--- config.mk ---
export PLATFORM = sky130hd
export DESIGN_NAME = dcec_top
export DESIGN_NICKNAME = d
export VERILOG_FILES = /design/src/core/dcec_top.v
export VERILOG_INCLUDE_DIRS = /design/src /design/src/core
export SDC_FILE = /design/constraint.sdc
export NUM_CORES = 1
export LEC_CHECK = 0
export ABC_AREA = 1
export BUFFER_PORTS_ARGS = -buffer_cell sky130_fd_sc_hd__clkbuf_2
export CORE_ASPECT_RATIO = 1.75
export CORE_MARGIN = 2
export CORE_UTILIZATION = 50
export CTS_BUF_LIST = sky130_fd_sc_hd__clkbuf_16
export CTS_CLUSTER_SIZE = 24
export DETAILED_ROUTE_END_ITERATION = 12
export PLACE_DENSITY_LB_ADDON = 0.15
export RECOVER_POWER = 100
export SLEW_MARGIN = 25
export SYNTH_ARGS = -nofsm -noshare
export SYNTH_HDL_FRONTEND = slang
export SYNTH_SLANG_ARGS = --single-unit
export TNS_END_PERCENT = 5
--- constraint.sdc ---
create_clock -name i_clk -period 2.1 [get_ports i_clk]
set_clock_uncertainty 0.1 [all_clocks]
set_input_delay 0.315 -clock i_clk [delete_from_list [all_inputs] [get_ports i_clk]]
set_output_delay 0.315 -clock i_clk [all_outputs]
set_load 0.05 [all_outputs]
--- src/core/dcec_defs.vh ---
// Register map, field positions and reset values of the DMA event control
`ifndef DCEC_DEFS_VH
`define DCEC_DEFS_VH

`define DCEC_OFF_ECON     4'h0
`define DCEC_OFF_STATUS   4'h4
`define DCEC_OFF_MASK     4'h8

`define DCEC_ABORT_SEL_HI 23
`define DCEC_ABORT_SEL_LO 16
`define DCEC_START_SEL_HI 15
`define DCEC_START_SEL_LO 8
`define DCEC_FORCE_BIT    7
`define DCEC_ABORT_BIT    6
`define DCEC_PAT_EN_BIT   5
`define DCEC_START_EN_BIT 4
`define DCEC_ABORT_EN_BIT 3

`define DCEC_SEL_RESET    8'hFF
`define DCEC_EN_RESET     1'h0
`define DCEC_MASK_RESET   3'h0

`define DCEC_EV_START     0
`define DCEC_EV_ABORT     1
`define DCEC_EV_PATTERN   2
`define DCEC_EV_WIDTH     3

`endif

--- src/core/dcec_top.v ---
// Event control of one DMA channel: start and abort triggers from IRQs
`timescale 1ns/100ps
`include "dcec_defs.vh"

module dcec_top (
   // Clock, reset and the register port
   input  wire         i_clk,
   input  wire         i_rstn,
   input  wire [3:0]   i_addr,
   input  wire [31:0]  i_wdata,
   input  wire         i_wr,
   input  wire         i_rd,
   output reg  [31:0]  o_rdata,
   // Request lines, asynchronous to this clock
   input  wire [255:0] i_irq,
   input  wire         i_pattern_match,
   // Commands to the channel transfer engine, and the interrupt output
   output wire         o_start,
   output wire         o_abort,
   output wire         o_set_channel_abort_flag,
   output wire         o_clear_channel_enable_bit,
   output wire         o_irq
);

   reg  [255:0] irq_meta;
   reg  [255:0] irq_sync;
   reg  [255:0] irq_prev;
   reg          pat_meta;
   reg          pat_sync;
   reg  [7:0]   abort_irq_select;
   reg  [7:0]   start_irq_select;
   reg          pattern_abort_enable;
   reg          start_irq_enable;
   reg          abort_irq_enable;
   reg  [`DCEC_EV_WIDTH-1:0] ev_status;
   reg  [`DCEC_EV_WIDTH-1:0] ev_mask;
   reg  [31:0]  next_rdata;

   wire [255:0] irq_rise;
   wire         wr_econ;
   wire         wr_mask;
   wire         force_transfer_strobe;
   wire         abort_transfer_strobe;
   wire         start_irq_hit;
   wire         abort_irq_hit;
   wire         pattern_hit;
   wire         rd_status;
   wire [`DCEC_EV_WIDTH-1:0] events;
   wire [`DCEC_EV_WIDTH-1:0] next_status;

   // Any of the 256 numbers is a legal selector, so no range check
   function sel_hit;
      input [255:0] vec;
      input [7:0]   sel;
      begin
         sel_hit = vec[sel];
      end
   endfunction

   // Strobe qualified by one register offset; shared by the write and status-read decoders
   function reg_hit;
      input       strobe;
      input [3:0] addr;
      input [3:0] offset;
      begin
         reg_hit = strobe && (addr == offset);
      end
   endfunction

   // Request lines come from other logic: two flops against metastability
   always @(posedge i_clk or negedge i_rstn) begin
      if (!i_rstn) begin
         irq_meta <= 256'h0;
         irq_sync <= 256'h0;
         irq_prev <= 256'h0;
      end else begin
         irq_meta <= i_irq;
         irq_sync <= irq_meta;
         irq_prev <= irq_sync;
      end
   end

   // The match level takes the same two stages as the requests, so a
   // pattern abort never overtakes an abort request raised beside it
   always @(posedge i_clk or negedge i_rstn) begin
      if (!i_rstn) begin
         pat_meta <= 1'b0;
         pat_sync <= 1'b0;
      end else begin
         pat_meta <= i_pattern_match;
         pat_sync <= pat_meta;
      end
   end

   // A request held high by a slow source still gives a single event
   assign irq_rise = irq_sync & ~irq_prev;

   assign wr_econ = reg_hit(i_wr, i_addr, `DCEC_OFF_ECON);
   assign wr_mask = reg_hit(i_wr, i_addr, `DCEC_OFF_MASK);
   assign force_transfer_strobe = wr_econ &&
                                  i_wdata[`DCEC_FORCE_BIT];
   assign abort_transfer_strobe = wr_econ &&
                                  i_wdata[`DCEC_ABORT_BIT];

   assign start_irq_hit = start_irq_enable &&
      sel_hit(irq_rise, start_irq_select);
   assign abort_irq_hit = abort_irq_enable &&
      sel_hit(irq_rise, abort_irq_select);
   // Pattern abort is a level: repeated aborts while matching are harmless
   assign pattern_hit = pattern_abort_enable && pat_sync;

   // Abort wins over start when both land in one cycle
   assign o_abort = abort_irq_hit ||
                    abort_transfer_strobe ||
                    pattern_hit;
   // A force write is counted in the status like a start request
   assign o_start = (start_irq_hit || force_transfer_strobe) &&
                    !o_abort;
   assign o_set_channel_abort_flag = abort_irq_hit;
   assign o_clear_channel_enable_bit = pattern_hit;

   // Selectors leave reset pointing at the highest request number
   always @(posedge i_clk or negedge i_rstn) begin
      if (!i_rstn) begin
         abort_irq_select <= `DCEC_SEL_RESET;
         start_irq_select <= `DCEC_SEL_RESET;
      end else if (wr_econ) begin
         abort_irq_select <=
            i_wdata[`DCEC_ABORT_SEL_HI:`DCEC_ABORT_SEL_LO];
         start_irq_select <=
            i_wdata[`DCEC_START_SEL_HI:`DCEC_START_SEL_LO];
      end
   end

   // No byte lanes: every write rewrites all fields, so software must
   // write the selectors back together with the enables
   always @(posedge i_clk or negedge i_rstn) begin
      if (!i_rstn) begin
         pattern_abort_enable <= `DCEC_EN_RESET;
         start_irq_enable     <= `DCEC_EN_RESET;
         abort_irq_enable     <= `DCEC_EN_RESET;
      end else if (wr_econ) begin
         pattern_abort_enable <= i_wdata[`DCEC_PAT_EN_BIT];
         start_irq_enable     <= i_wdata[`DCEC_START_EN_BIT];
         abort_irq_enable     <= i_wdata[`DCEC_ABORT_EN_BIT];
      end
   end

   // Status layout: start, abort, pattern abort
   assign events[`DCEC_EV_START]   = o_start;
   assign events[`DCEC_EV_ABORT]   = o_abort;
   assign events[`DCEC_EV_PATTERN] = pattern_hit;
   assign rd_status = reg_hit(i_rd, i_addr, `DCEC_OFF_STATUS);

   // One sticky bit per event; an event in the clearing read's cycle
   // survives the clear, so nothing is lost between read and clear
   genvar g;
   generate
      for (g = 0; g < `DCEC_EV_WIDTH; g = g + 1) begin : g_sticky
         assign next_status[g] = events[g] |
                                 (ev_status[g] & ~rd_status);
      end
   endgenerate

   always @(posedge i_clk or negedge i_rstn) begin
      if (!i_rstn) begin
         ev_status <= {`DCEC_EV_WIDTH{1'b0}};
         ev_mask   <= `DCEC_MASK_RESET;
      end else begin
         ev_status <= next_status;
         if (wr_mask) begin
            ev_mask <= i_wdata[`DCEC_EV_WIDTH-1:0];
         end
      end
   end

   // Level output: stays high until a status read or the mask drops it
   assign o_irq = |(ev_status & ev_mask);

   // Strobe and unimplemented bits are never stored, so they read zero
   always @* begin
      next_rdata = 32'h0;
      if (i_rd) begin
         case (i_addr)
            `DCEC_OFF_ECON: begin
               next_rdata = {8'h00, abort_irq_select,
                             start_irq_select, 2'h0,
                             pattern_abort_enable, start_irq_enable,
                             abort_irq_enable, 3'h0};
            end
            `DCEC_OFF_STATUS: begin
               next_rdata = {29'h0, ev_status};
            end
            `DCEC_OFF_MASK: begin
               next_rdata = {29'h0, ev_mask};
            end
            default: begin
               next_rdata = 32'h0;
            end
         endcase
      end
   end

   // Read data stand only in the cycle after the strobe, zero otherwise
   always @(posedge i_clk or negedge i_rstn) begin
      if (!i_rstn) begin
         o_rdata <= 32'h0;
      end else begin
         o_rdata <= next_rdata;
      end
   end

endmodule // dcec_top

* Word-level counts from Yosys, hierarchy flattened
Index checks and enable logic that the tools add are counted.
Operators by class: $lt $le $gt $ge 2, reductions and logical operators 15, eq/ne operators 2, bitwise gates (word level) 10, mux-type cells 6
Operator list (count):
- $and A256 B256 Y256 | 1
- $not A256 Y256 | 1
- $pmux W24 S3 | 1
- $mux W32 | 1
- $lt A8 B9 Y1 const B | 2
- $bmux W1 S8 | 2
- $logic_and A1 B1 Y1 | 9
- $eq A4 B3 Y1 const B | 1
- $eq A4 B4 Y1 const B | 1
- $logic_not A4 Y1 | 1
- $and A1 B1 Y1 | 3
- $and A3 B3 Y3 | 1
- $logic_or A1 B1 Y1 | 3
- $or A1 B1 Y1 | 3
- $reduce_or A3 Y1 | 1
- $mux W1 | 2
- $logic_not A1 Y1 | 1
- $not A1 Y1 | 1
Word-level totals: flip-flop bits (word level) 827, input port bits 297, output and inout bits 37

* Logic depth before layout (Yosys ltp)
depth after elaboration 10, depth in mapped cells 17, depth with buffers taken out 14

* Worst setup path after synthesis
No wires, ideal clock.
kind flip-flop to output port, start point register abort_irq_select[0], end point output o_start, stages on the path, launching flop included 18, slack -540 ps, data arrival time 2225 ps, data required time 1685 ps, cells stage by stage dfstp_2 -> buf_4 -> inv_4 -> buf_6 -> buf_6 -> nand3_1 -> nand3_1 -> nand3_1 -> nand3_1 -> nand3_1 -> nand3_1 -> nand3_1 -> nand3_1 -> nand3_2 -> nand2_2 -> inv_2 -> nand2_2 -> inv_1
On the way: longest elaborated chain between the ends 7
RTL lines:
- start, declared | RTL line dcec_top.v:30 | reg [7:0] abort_irq_select;
- start signal, assigned | RTL line dcec_top.v:125 | abort_irq_select <= `DCEC_SEL_RESET;
- start signal, assigned | RTL line dcec_top.v:128 | abort_irq_select <=
- $bmux W1 S8 | RTL line dcec_top.v:56 | sel_hit = vec[sel];
- $mux W1 (implied by the code) | RTL line dcec_top.v:56
- $logic_and A1 B1 Y1 | RTL line dcec_top.v:107 | assign abort_irq_hit = abort_irq_enable &&
- $logic_or A1 B1 Y1 | RTL line dcec_top.v:113 | assign o_abort = abort_irq_hit ||
- $logic_or A1 B1 Y1 | RTL line dcec_top.v:114 | abort_transfer_strobe ||
- named net o_abort | RTL line dcec_top.v:19 | output wire o_abort,
- $logic_not A1 Y1 | RTL line dcec_top.v:118 | !o_abort;
- $logic_and A1 B1 Y1 | RTL line dcec_top.v:117 | assign o_start = (start_irq_hit || force_transfer_strobe) &&
- end, declared | RTL line dcec_top.v:18 | output wire o_start,
The timed path passes the listed nets, and every way through them passes these cells. The select of a mux whose other input is x is not followed.

* Final worst setup path
start point register abort_irq_select[0], end point output o_start
On the way: longest elaborated chain between the ends 7
RTL lines (RTL line):
- $bmux W1 S8 | dcec_top.v:56
- $mux W1 (implied by the code) | dcec_top.v:56
- $logic_and A1 B1 Y1 | dcec_top.v:107
- $logic_or A1 B1 Y1 | dcec_top.v:113
- $logic_or A1 B1 Y1 | dcec_top.v:114
- $logic_not A1 Y1 | dcec_top.v:118
- $logic_and A1 B1 Y1 | dcec_top.v:117
Every way passes these cells. The select of a mux whose other input is x is not followed.

==> results.cfg <==
[run_status]
outcome = finished, violations left
violations = negative setup slack

[worst_setup_path]
cp_max_fo = 10
arrival_ns = 3.09
critPathLaunchType = register
critical_path_class = reg -> out
critPathCaptureType = primary output
cp.required_ns = 1.68

[timing]
hold_viol_final = 0
max_slew_margin_pct = 37.1
maxSlewViolCount = 0
period_needed_ns = 3.51
fmax_ghz = 0.285
finalWorstSetupSlack_ns = -1.41
rsz0062_at_grt = true
tightest_slew_ns = 0.943
fin_crit_sh_pct = 167
setup_violations = 23
hold_ws_ns = 0.00912

[layout]
multi_input_comb_area_mm2 = 0.00611
fillers = 3995
final_area_mm2 = 0.0374
nets = 3348
final_layout_size_suffix_gt1_share_pct = 20.9
areaGrowthSynthToFinish_pct = 34.6
fin_cells = 3802
diodes = 0
seqCellArea_mm2 = 0.0205

[pwr]
power_frac_seq_pct = 44.0
p_per_area_mw_per_mm2 = 1050
cellInternalPower_w = 0.0279
p_leak_nw = 17.8
p_clk_share_pct = 34.5
pwr-share-comb_pct = 21.5
ir_worst_vdd_v = 0.000912
power.switching_w = 0.0115
fin_total_pwr_w = 0.0394
switching_share_pct = 29.1

[placement]
place_congestion = 0.888
dp_hpwl_mm = 53.2
placed_area_mm2 = 0.0312
post-place-cells = 3365
port_buffers = 315

[route]
wire_per_inst_um = 22.3
dr.pass1.iters = 6
routed_wl_mm = 84.7
via_per_inst = 5.48
drtIter0Drc = 1677
via_count = 20847
drc_errors = 0
ant_nets = 0

[grt]
grt_util_met2_pct = 52.8
grt_antenna_before_repair = 1
met3_usage_pct = 5.38
gr-max-usage-layer = met2
grt_use_total_pct = 30.6
overflow = 0
grt_max_degree = 99
grt.met1_usage_pct = 36.2
grt_pass1_wl_mm = 131
grt_pass1_vias = 22683

[floorplan]
io_pins = 334
start_util_pct = 50.4
die_w_um = 182
floorplan.die_area_mm2 = 0.0575
core_area_mm2 = 0.0551
fp.dieH_um = 316
fp-row-count = 114

[synth]
synthesis.area_mm2 = 0.0278
seq_area_frac_synth_pct = 73.7
synth_area_leaders = dfrtp_1 (72%), nand3_1 (18%), inv_1 (3.7%), dfstp_2 (1.5%), buf_2 (0.97%)
yosysTopAreaCellShare_pct = 72.2
ys_ff_latch = 817
synth_area_per_cell_um2 = 11.9
syn_inst = 2334
yosysTopAreaCell = dfrtp_1
yosysWarnings = 0
synth_cell_type_count = 23

[clocking]
clockBufferDepth = 3
cts_root_buf = clkbuf_16
htreeDepth = 3
clock_sinks = 817
clk_pin_slew_ns = 0.07
cts_tree = yes
clock_latency_ns = 0.63
cts-buffers-inserted = 71

[flow_run]
maxCapViolations = 0

[min_path]
hp-class = in -> reg
==> power by group through the flow <==
stage               clock (W)  sequential [W]  combinational [W]
finish                 0.0136          0.0173            0.00849
global route           0.0145          0.0174            0.00898
CTS                    0.0138          0.0173            0.00831
detailed placement          0          0.0176            0.00679
global placement            0          0.0175            0.00674
floorplan                   0          0.0172            0.00358
==> state kept, by name, summed over array words and instances, names as in the netlist, 3 cells and up <==
signal and flops:
ev_mask 3, irq_meta 256, ev_status 3, o_rdata 22, irq_sync 256, abort_irq_select 8, start_irq_select 8, irq_prev 256
==> cell usage after synthesis (all sizes together) <==
cell	n
clkinv	6
clkbuf	25
nand2	43
nand3	1003
dfrtp	801
a21oi	3
dfstp	16
inv	279
nand4	2
buf	96
conb	1
nor2	24
mux2	3
o21ai	22
o211ai	10
==> critical path: stages, from the launching register on <==
cell	delay [ns]
dfstp_4	0.72
buf_12	0.15
buf_16	0.14
nand3_1	0.09
nand3_1	0.13
nand3_1	0.12
nand3_1	0.10
nand3_1	0.09
nand3_2	0.13
nand3_2	0.10
nand3_2	0.11
nand3_4	0.09
nand2_4	0.08
inv_2	0.05
nand2_4	0.06
clkinvlp_4	0.10
clkbuf_16	0.18
==> kinds of logic after synthesis <==
kind of cell	Yosys count	share of synthesized area, %
simple gates	1072	19.1
flops	817	73.7
buf+inv	406	6.31
compound gates	35	0.793
mux	3	0.122
other cells	1	0.0135
==> final timing paths <==
path	startpoint	endpoint	slack [ns]	cells past startpoint
worst max-delay path	abort_irq_select[0]	o_start	-1.41	16
min in group asynchronous	i_rstn	irq_prev[34]	0.27	2
worst min register to register	irq_meta[86]	irq_sync[86]	0.24	0
worst max register to register	abort_irq_select[0]	ev_status[0]	-0.34	15
worst min-delay path	i_wdata[6]	ev_status[1]	0.009	5
max in group asynchronous	i_rstn	start_irq_select[0]	-0.11	4
==> cell usage in the layout (no fill, tap or decap), drive strengths merged <==
master and count:
a21oi 3, buf 147, bufinv 12, clkbuf 397, clkinv 31, clkinvlp 4
conb 10, dfrtp 801, dfstp 16, dlygate4sd3 285, inv 293, mux2 3
nand2 43, nand3 1003, nand4 2, nor2 24, o211ai 10, o21ai 22
==> area by class of cell <==
| type | instances | share of cell area, % |
|---|---|---|
| multi-input cells | 1120 | 16.3 |
| well taps | 696 | 2.33 |
| flip-flops and latches | 817 | 54.8 |
| clock buffers | 73 | 4.89 |
| clock inverters | 55 | 1.54 |
| repair buffers | 756 | 17.2 |
| inverters | 285 | 2.91 |
==> repair_timing <==
item	in CTS	in global routing
setup endpoints to repair	5	5
hold endpoints to repair	651	0
pin swaps	46	26
hold buffers	285	0
gates cloned	11	0
gates resized for setup	111	26
buffers inserted	14	0
==> through the flow <==
stage	TNS (ns)	utilization [%]	setup WS, ns
final	-5.41	67.9	-1.41
after global routing	-39.21	67.9	-1.53
after CTS	-4.37	67.9	-1.39
after detailed placement	-3.16	56.6	-0.939
after global placement	-3.09	56.6	-0.939
after floorplan	-0.740	-	-0.425
==> per-layer routing <==
metal / share of wire (%) / wire length [um] / up-vias
met5: 0.015 / 13 / -
met4: 5.9 / 5040 / 2
met3: 6.1 / 5170 / 293
met2: 51 / 43000 / 990
met1: 37 / 31400 / 10375
li1: - / - / 9187
Power figures use the tool's default switching activity.
